## config.mk

```make
export PLATFORM = sky130hd
export DESIGN_NAME = primary_fuse_programming
export DESIGN_NICKNAME = d
export VERILOG_FILES = /design/src/hw/fuse_prog_pkg.sv /design/src/hw/page_store_if.sv /design/src/hw/primary_fuse_programming.sv /design/src/hw/page_reg_store.sv
export SDC_FILE = /design/constraint.sdc
export NUM_CORES = 1
export LEC_CHECK = 0
export BUFFER_PORTS_ARGS = -buffer_cell sky130_fd_sc_hd__buf_2
export CORE_MARGIN = 1
export CORE_UTILIZATION = 35
export CTS_CLUSTER_DIAMETER = 150
export CTS_CLUSTER_SIZE = 28
export DETAILED_ROUTE_END_ITERATION = 10
export GPL_TIMING_DRIVEN = 0
export PLACE_DENSITY_LB_ADDON = 0.08
export SLEW_MARGIN = 20
export SYNTH_ARGS = -nofsm -noshare
export SYNTH_HDL_FRONTEND = slang
export SYNTH_SLANG_ARGS = --single-unit
```

## constraint.sdc

```tcl
create_clock -name ref_clk -period 6 [get_ports ref_clk]
set_input_delay 0.6 -clock ref_clk [delete_from_list [all_inputs] [get_ports ref_clk]]
set_output_delay 0.6 -clock ref_clk [all_outputs]
set_load 0.02 [all_outputs]
```

## src/hw/fuse_prog_pkg.sv

```systemverilog
/*
 * Constants for the primary fuse programming block: register offsets, field positions,
 * page codes, reset values and the fuse burn time.
 * Assumes byte-wide registers reached through the paged management register port.
 */
package fuse_prog_pkg;
    localparam logic [7:0] PAGE_SEL_ADDR = 8'hff;
    localparam logic [7:0] FUSE_CMD_ADDR = 8'h0f;
    localparam logic [7:0] LOCK_WAKE_ADDR = 8'h2f;
    localparam logic [7:0] FORCE_OVR_ADDR = 8'he0;
    localparam logic [7:0] PWR_EN_ADDR = 8'he1;
    localparam int NUM_SUBSYS = 7;
    localparam int NUM_PAGES = 8;
    localparam int LOCK_MSB = 7;
    localparam int LOCK_LSB = 6;
    localparam logic [1:0] LOCK_VALUE = 2'h1;
    localparam int WAKE_OFF_BIT = 4;
    localparam int CMD_MSB = 7;
    localparam int CMD_LSB = 3;
    localparam logic [4:0] FUSE_WRITE_CMD = 5'h0c;
    localparam logic [7:0] FUSE_WRITE_BYTE = 8'hc0;
    localparam int BUSY_BIT = 0;
    localparam logic [7:0] REG_RESET = 8'h00;
    localparam logic [7:0] PAGE_RESET = 8'h00;
    localparam int BURN_CYCLES = 64;
    localparam logic [2:0] MASTER_IDX = 3'h0;

    // Page code to storage slot: 0,1,2,3 then a..d as 4..7; bit 3 flags a legal code.
    function automatic logic [3:0] page_slot(input logic [7:0] code);
        logic [3:0] r;
        r = 4'h0;
        if (code <= 8'h03) begin
            r = {1'b1, code[2:0]};
        end else if (code >= 8'h0a && code <= 8'h0d) begin
            r = {1'b1, 3'(code[2:0] + 3'h2)};
        end
        return r;
    endfunction

    // Subsystem bit (input, clock monitor, output, pll a..d) served by a slot; bit 3 flags a slave page.
    function automatic logic [3:0] slot_subsys(input logic [2:0] slot);
        logic [3:0] r;
        case (slot)
            3'h1: r = 4'h9;
            3'h2: r = 4'h8;
            3'h3: r = 4'ha;
            3'h4: r = 4'hb;
            3'h5: r = 4'hc;
            3'h6: r = 4'hd;
            3'h7: r = 4'he;
            default: r = 4'h0;
        endcase
        return r;
    endfunction
endpackage

```

## src/hw/page_store_if.sv

```systemverilog
/*
 * Carrier between the fuse control logic and its per-page register store.
 * Assumes both ends share ref_clk.
 */
`timescale 1ns/1ps
interface page_store_if;
    logic wrEn;
    logic selLock;
    logic [2:0] slot;
    logic [7:0] wrData;
    logic [7:0] cmdData;
    logic [7:0] lockData;
    logic [7:0] lockedVec;
    modport ctrl (output wrEn, output selLock, output slot, output wrData,
        input cmdData, input lockData, input lockedVec);
    modport store (input wrEn, input selLock, input slot, input wrData,
        output cmdData, output lockData, output lockedVec);
endinterface

```

## src/hw/primary_fuse_programming.sv

```systemverilog
/*
 * Paged register front of the primary fuse store: page select, subsystem force power-up,
 * per-page fuse lock and fuse write command, and the manual wake-up control.
 * Assumes a byte register port already decoded by the serial management interface,
 * running on ref_clk; the fuse macro itself sits outside and takes a start pulse and page.
 */
`timescale 1ns/1ps
// What this block does
// - Force-override bits 0..6 take forced subsystem control.
// - Enable bits 0..6 power the matching subsystem.
// - Lock field value 01 locks that page's fuse.
// - Pages 0,1,2,3,a..d map to their subsystems.
// - Command 5'h0c in bits 7:3 starts fuse write.
// - Slaves stay in manual wake-up while programming.
// - Page 0 bit 4 of fuse_lock_and_wake_control disables manual wake-up.
// - Page select write switches page; read returns it.
module primary_fuse_programming #(
    parameter int BURN_LEN = fuse_prog_pkg::BURN_CYCLES
) (
    input wire logic ref_clk,
    input wire logic rst,
    input wire logic [7:0] regAddr,
    input wire logic [7:0] regWrData,
    input wire logic regWrEn,
    input wire logic regRdEn,
    output logic [7:0] regRdData,
    output logic regRdValid,
    output logic [fuse_prog_pkg::NUM_SUBSYS-1:0] forceOverride,
    output logic [fuse_prog_pkg::NUM_SUBSYS-1:0] subsysPowerEn,
    output logic manualWakeMode,
    output logic fuseWriteStart,
    output logic [2:0] fuseWritePage,
    output logic fuseWriteBusy
);
    import fuse_prog_pkg::*;

    typedef enum logic [1:0] {
        IDLE = 2'b01,
        BURN = 2'b10
    } burn_state_t;

    page_store_if storeBus ();

    page_reg_store u_store (
        .ref_clk(ref_clk),
        .rst(rst),
        .bus(storeBus)
    );

    burn_state_t state_r, state_nxt;
    logic [31:0] burnCnt_r, burnCnt_nxt;
    logic [7:0] page_r, page_nxt;
    logic [2:0] slot_r, slot_nxt;
    logic [NUM_SUBSYS-1:0] force_r, force_nxt;
    logic [NUM_SUBSYS-1:0] powerEn_r, powerEn_nxt;
    logic wakeOff_r, wakeOff_nxt;
    logic manualWake_r, manualWake_nxt;
    logic start_r, start_nxt;
    logic [2:0] burnPage_r, burnPage_nxt;
    logic busy_r, busy_nxt;
    logic [7:0] rdData_r, rdData_nxt;
    logic rdValid_r, rdValid_nxt;
    logic [3:0] newSlot;
    logic onMaster;
    logic cmdHit;
    logic hitPage;
    logic hitCmd;
    logic hitLock;
    logic hitForce;
    logic hitPower;

    assign newSlot = page_slot(regWrData);
    assign onMaster = slot_r == MASTER_IDX;
    // Both the field form and the full-byte form of the command are taken.
    assign cmdHit = regWrData[CMD_MSB:CMD_LSB] == FUSE_WRITE_CMD || regWrData == FUSE_WRITE_BYTE;
    assign hitPage = regAddr == PAGE_SEL_ADDR;
    assign hitCmd = regAddr == FUSE_CMD_ADDR;
    assign hitLock = regAddr == LOCK_WAKE_ADDR;
    // The power controls live on the master page only, so a slave page cannot switch itself off.
    assign hitForce = onMaster && regAddr == FORCE_OVR_ADDR;
    assign hitPower = onMaster && regAddr == PWR_EN_ADDR;

    assign storeBus.wrEn = regWrEn && (hitCmd || hitLock);
    assign storeBus.selLock = hitLock;
    assign storeBus.slot = slot_r;
    assign storeBus.wrData = regWrData;

    always_comb begin
        page_nxt = page_r;
        slot_nxt = slot_r;
        force_nxt = force_r;
        powerEn_nxt = powerEn_r;
        wakeOff_nxt = wakeOff_r;
        if (regWrEn) begin
            if (hitPage && newSlot[3]) begin
                // Unknown page codes are dropped so the store index always stays legal.
                page_nxt = regWrData;
                slot_nxt = newSlot[2:0];
            end
            if (hitForce) begin
                force_nxt = regWrData[NUM_SUBSYS-1:0];
            end
            if (hitPower) begin
                powerEn_nxt = regWrData[NUM_SUBSYS-1:0];
            end
            // Wake-off is sticky until reset; manual wake-up drops on the same edge that sets it, except during a burn.
            if (onMaster && hitLock && regWrData[WAKE_OFF_BIT]) begin
                wakeOff_nxt = 1'b1;
            end
        end
    end

    always_comb begin
        state_nxt = state_r;
        burnCnt_nxt = burnCnt_r;
        start_nxt = 1'b0;
        burnPage_nxt = burnPage_r;
        case (state_r)
            IDLE: begin
                if (regWrEn && hitCmd && cmdHit && !storeBus.lockedVec[slot_r]) begin
                    state_nxt = BURN;
                    start_nxt = 1'b1;
                    burnPage_nxt = slot_r;
                    burnCnt_nxt = 32'(BURN_LEN - 1);
                end
            end
            BURN: begin
                // Further commands during a burn are dropped; the macro serves one page at a time.
                if (burnCnt_r == 32'd0) begin
                    state_nxt = IDLE;
                end else begin
                    burnCnt_nxt = burnCnt_r - 32'd1;
                end
            end
            default: begin
                state_nxt = IDLE;
            end
        endcase
        busy_nxt = state_nxt == BURN;
        manualWake_nxt = !wakeOff_nxt || busy_nxt;
    end

    always_comb begin
        rdData_nxt = rdData_r;
        rdValid_nxt = regRdEn;
        if (regRdEn) begin
            case (regAddr)
                PAGE_SEL_ADDR: rdData_nxt = page_r;
                FUSE_CMD_ADDR: begin
                    rdData_nxt = storeBus.cmdData;
                    rdData_nxt[BUSY_BIT] = busy_r;
                end
                LOCK_WAKE_ADDR: rdData_nxt = storeBus.lockData;
                FORCE_OVR_ADDR: rdData_nxt = onMaster ? {1'b0, force_r} : 8'h00;
                PWR_EN_ADDR: rdData_nxt = onMaster ? {1'b0, powerEn_r} : 8'h00;
                default: rdData_nxt = 8'h00;
            endcase
        end
    end

    always_ff @(posedge ref_clk or posedge rst) begin
        if (rst) begin
            page_r <= PAGE_RESET;
            slot_r <= MASTER_IDX;
            force_r <= '0;
            powerEn_r <= '0;
            wakeOff_r <= 1'b0;
        end else begin
            page_r <= page_nxt;
            slot_r <= slot_nxt;
            force_r <= force_nxt;
            powerEn_r <= powerEn_nxt;
            wakeOff_r <= wakeOff_nxt;
        end
    end

    // Busy and the wake hold sit in one bank so they always move on the same edge.
    always_ff @(posedge ref_clk or posedge rst) begin
        if (rst) begin
            state_r <= IDLE;
            burnCnt_r <= 32'd0;
            manualWake_r <= 1'b1;
            start_r <= 1'b0;
            burnPage_r <= MASTER_IDX;
            busy_r <= 1'b0;
        end else begin
            state_r <= state_nxt;
            burnCnt_r <= burnCnt_nxt;
            manualWake_r <= manualWake_nxt;
            start_r <= start_nxt;
            burnPage_r <= burnPage_nxt;
            busy_r <= busy_nxt;
        end
    end

    // Read data hold until the next read, so a slow host can still pick them up.
    always_ff @(posedge ref_clk or posedge rst) begin
        if (rst) begin
            rdData_r <= REG_RESET;
            rdValid_r <= 1'b0;
        end else begin
            rdData_r <= rdData_nxt;
            rdValid_r <= rdValid_nxt;
        end
    end

    assign regRdData = rdData_r;
    assign regRdValid = rdValid_r;
    assign forceOverride = force_r;
    assign subsysPowerEn = powerEn_r;
    assign manualWakeMode = manualWake_r;
    assign fuseWriteStart = start_r;
    assign fuseWritePage = burnPage_r;
    assign fuseWriteBusy = busy_r;
endmodule

```

## src/hw/page_reg_store.sv

```systemverilog
/*
 * Per-page copies of the fuse command and lock/wake registers, one byte each for eight pages.
 * Read data are registered, so they follow a change of slot one clock later.
 * Assumes ref_clk and an asynchronous active-high rst.
 */
`timescale 1ns/1ps
module page_reg_store (
    input wire logic ref_clk,
    input wire logic rst,
    page_store_if.store bus
);
    import fuse_prog_pkg::*;

    logic [7:0] cmdMem_r [NUM_PAGES];
    logic [7:0] lockMem_r [NUM_PAGES];
    logic [7:0] cmdMem_nxt [NUM_PAGES];
    logic [7:0] lockMem_nxt [NUM_PAGES];
    logic [7:0] cmdData_r;
    logic [7:0] lockData_r;
    logic [7:0] lockedVec_r;
    logic [7:0] lockedVec_nxt;

    always_comb begin
        cmdMem_nxt = cmdMem_r;
        lockMem_nxt = lockMem_r;
        if (bus.wrEn && !bus.selLock) begin
            cmdMem_nxt[bus.slot] = bus.wrData;
        end
        if (bus.wrEn && bus.selLock) begin
            // The lock field is one-time: once locked it no longer takes writes.
            lockMem_nxt[bus.slot] = bus.wrData;
            if (lockedVec_r[bus.slot]) begin
                lockMem_nxt[bus.slot][LOCK_MSB:LOCK_LSB] = LOCK_VALUE;
            end
        end
        for (int i = 0; i < NUM_PAGES; i++) begin
            lockedVec_nxt[i] = lockMem_nxt[i][LOCK_MSB:LOCK_LSB] == LOCK_VALUE;
        end
    end

    always_ff @(posedge ref_clk or posedge rst) begin
        if (rst) begin
            for (int i = 0; i < NUM_PAGES; i++) begin
                cmdMem_r[i] <= REG_RESET;
                lockMem_r[i] <= REG_RESET;
            end
            cmdData_r <= REG_RESET;
            lockData_r <= REG_RESET;
            lockedVec_r <= 8'h00;
        end else begin
            cmdMem_r <= cmdMem_nxt;
            lockMem_r <= lockMem_nxt;
            cmdData_r <= cmdMem_r[bus.slot];
            lockData_r <= lockMem_r[bus.slot];
            lockedVec_r <= lockedVec_nxt;
        end
    end

    assign bus.cmdData = cmdData_r;
    assign bus.lockData = lockData_r;
    assign bus.lockedVec = lockedVec_r;
endmodule

```

==> impl_metrics.py <==
metrics = {
    "floorplan": {
        "die_area_um2": 28300,
        "floorplan.initialDensity_pct": 35.78,
        "ioPinCount": 49,
        "core-area_um2": 27030,
        "num_rows": 60,
        "chipHeight_um": 168.2,
        "die_w_um": 168.2,
    },
    "route": {
        "num_vias": 6641,
        "drtIter0Drc": 475,
        "routed_wl_um": 27270,
        "dr.pass1.iters": 5,
        "drt-vias-per-instance": 5.382,
        "ant_nets": 0,
        "wl_per_cell_um": 22.10,
        "drc": 0,
    },
    "global_routing": {
        "antenna_found_initial": 1,
        "use_met3_pct": 2.233,
        "grt_max_degree": 33,
        "met1_usage_pct": 28.51,
        "track_usage_pct": 19.76,
        "busiest_layer": "met2",
        "grt_pass1_vias": 6835,
        "overflow": 0,
        "grtUsageMet2_pct": 31.84,
        "grt_pass1_wl_um": 42660,
    },
    "clock_network": {
        "cts_buffer_depth": 3,
        "postCtsHoldBufs": 0,
        "cts_buffers": 11,
        "clock-sinks": 218,
        "clock_latency_ns": 0.48,
        "clk_pin_slew_worst_paths_ns": 0.11,
        "cts_tree": "done",
        "cts_setup_buffers": 0,
        "cts_resized": 0,
        "root_buffer": "clkbuf_16",
        "htreeDepth": 1,
    },
    "setup_path": {
        "rrSetupSlack_ns": 2.76,
        "worstPathMaxFanout": 10,
        "worstReg2RegEnd": "burnCnt_r[7]$_DFFE_PP0P_",
        "cp-start-kind": "register",
        "cp_data_arrival_time_ns": 3.57,
        "crit_type": "register to register",
        "reg2regPathDepth": 7,
        "r2r_start": "slot_r[0]$_DFFE_PP0P_",
        "end_kind": "register",
        "cp.required_ns": 6.34,
    },
    "sta": {
        "max_freq_ghz": 0.3090,
        "slew_viol_final": 0,
        "worstMarginPinSlew_ns": 1.083,
        "finalSetupViolCount": 0,
        "finalCritPeriodShare_pct": 53.94,
        "timing.slew.headroom_pct": 27.43,
        "finClkSkew_ns": 0.01389,
        "finalHoldViolations": 0,
        "final.setup.tns_ns": 0,
        "grt_setup_unrepaired": "no",
        "period_minus_slack_ns": 3.236,
    },
    "synthesis": {
        "async_reset_ff_share_pct": 100.0,
        "syn_nets": 844,
        "ys_types": 47,
        "ys_ff_latch": 218,
        "syn_avg_cell_area_um2": 11.78,
        "synth_edf_count": 0,
        "syn-cell-area_um2": 9671,
        "yosysSeqAreaShare_pct": 56.44,
        "synth_ff_type": "dfrtp_1",
        "ys_warn_count": 0,
        "syn_inst": 821,
    },
    "finish": {
        "fin_nets": 914,
        "final_common_cell": "dfrtp_1",
        "layout_common_cells": "dfrtp_1, mux2_2, a22oi_1",
        "stdcell_count": 1234,
        "drive_gt1_share_pct": 24.66,
        "synthToLayoutAreaGrowth_pct": 12.12,
        "n_fill_cell": 2648,
        "fin_util_pct": 40.12,
        "design_area_um2": 10840,
    },
    "placement": {
        "dp.cells": 1219,
        "io_buffers": 47,
        "place_hpwl_um": 19410,
        "gp_congestion": 0.8125,
        "placed_area_um2": 10550,
    },
    "power_and_ir_drop": {
        "ir_worst_vdd_uv": 136.1,
        "powerDensity_nw_per_um2": 242.2,
        "p_leak_nw": 5.069,
    },
    "status": {
        "status": "completed",
    },
    "min_path": {
        "hold_class": "input port to async pin",
    },
    "run": {
        "cap_violations": 0,
    },
}
## final cells by class
cell class                 count  area (um^2)  area share, %
sequential                   218         5458          50.33
multi-input combinational    536         3986          36.76
antenna                        1        2.502        0.02308
clock buffer                  13        282.8          2.608
inverter                      10        41.29         0.3808
timing repair buffer          57        417.9          3.854
clock inverter                 1        8.758        0.08078
buffer                        57        219.0          2.019
tap                          341        426.7          3.935
## Yosys cell counts, types with 2 or more instances
master | instances | area [um^2]
clkbuf_1 | 50 | 187.7
or4_1 | 5 | 37.54
o21a_1 | 2 | 15.01
or2_2 | 4 | 25.02
nor2_1 | 48 | 180.2
inv_1 | 10 | 37.54
a221oi_1 | 7 | 61.31
nor3b_1 | 4 | 30.03
xor2_1 | 17 | 148.9
nand3b_1 | 9 | 67.56
and2_1 | 7 | 43.79
a21oi_1 | 21 | 105.1
and4b_1 | 2 | 20.02
dfstp_2 | 2 | 52.55
nor4b_1 | 3 | 26.28
mux2_2 | 129 | 1453
and3_1 | 5 | 31.28
nor3_1 | 9 | 45.04
mux2i_1 | 9 | 90.09
buf_2 | 4 | 20.02
or3_1 | 8 | 50.05
a22oi_1 | 60 | 450.4
o31ai_1 | 4 | 30.03
nor4_1 | 19 | 118.9
buf_1 | 3 | 11.26
nand4_1 | 23 | 143.9
and4_1 | 2 | 17.52
ha_1 | 3 | 37.54
mux4_2 | 2 | 45.04
nand3_1 | 23 | 115.1
xnor2_1 | 2 | 17.52
dfrtp_1 | 216 | 5405
nand2b_1 | 3 | 18.77
nor2b_1 | 8 | 50.05
nand2_1 | 55 | 206.5
o21ai_0 | 32 | 160.2
## per-layer routing
metal	wire, um	share of wire (%)
met1	13350	49
met2	12620	46
met3	851	3.1
met4	453	1.7
met5	0	0
## power breakdown
group          internal (mW)  switching (mW)  leakage, nW
clock                  0.342           0.482        0.142
combinational         0.0834           0.207         1.94
sequential              1.50          0.0164         2.99
total                   1.92           0.705         5.07
## state kept, by name (all words and copies together), names as in the netlist
signal,cells
u_store.bus.lockData,8
u_store.bus.lockedVec,8
manualWakeMode,1
state_r,2
u_store.cmdMem_r,56
fuseWritePage,3
forceOverride,7
regRdData,8
wakeOff_r,1
regRdValid,1
u_store.bus.cmdData,7
slot_r,3
u_store.lockMem_r,64
subsysPowerEn,7
fuseWriteStart,1
burnCnt_r,32
fuseWriteBusy,1
page_r,8
## stage by stage
step | total power, mW | hold slack [ns] | setup slack (ns)
5_1_grt | 2.736 | 0.06776 | 2.599
6_report | 2.627 | 0.07137 | 2.764
2_1_floorplan | 1.716 | 0.4273 | 2.562
4_1_cts | 2.660 | 0.06959 | 2.734
3_5_place_dp | 1.836 | 0.4642 | 2.452
3_3_place_gp | 1.826 | 0.4636 | 0.9573
## cells by family after synthesis
group,share of synthesized area (%)
mux,16.42
compound gates,9.406
flops,56.44
simple gates,12.98
xor+xnor,1.721
buf+inv,2.652
fa+ha+maj,0.3882
## worst max-delay path by stage
stage	start	slack, ns	to
5_1_grt	slot_r[0]$_DFFE_PP0P_	2.60	burnCnt_r[9]$_DFFE_PP0P_
2_1_floorplan	rst	2.56	burnCnt_r[0]$_DFFE_PP0P_
3_5_place_dp	regAddr[0]	2.45	burnCnt_r[13]$_DFFE_PP0P_
6_report	slot_r[0]$_DFFE_PP0P_	2.76	burnCnt_r[7]$_DFFE_PP0P_
3_3_place_gp	rst	0.96	u_store.cmdMem_r[58]$_DFFE_PP0P_
4_1_cts	slot_r[0]$_DFFE_PP0P_	2.73	burnCnt_r[13]$_DFFE_PP0P_
## critical path, cell delays in order, from the launching register on
cell,delay (ns)
dfrtp_1,0.51
mux4_2,0.54
mux2_2,0.37
o41ai_4,0.55
and2_1,0.19
clkbuf_1,0.34
clkbuf_1,0.49
nor2_1,0.10
(Power assumes the default switching activity.)
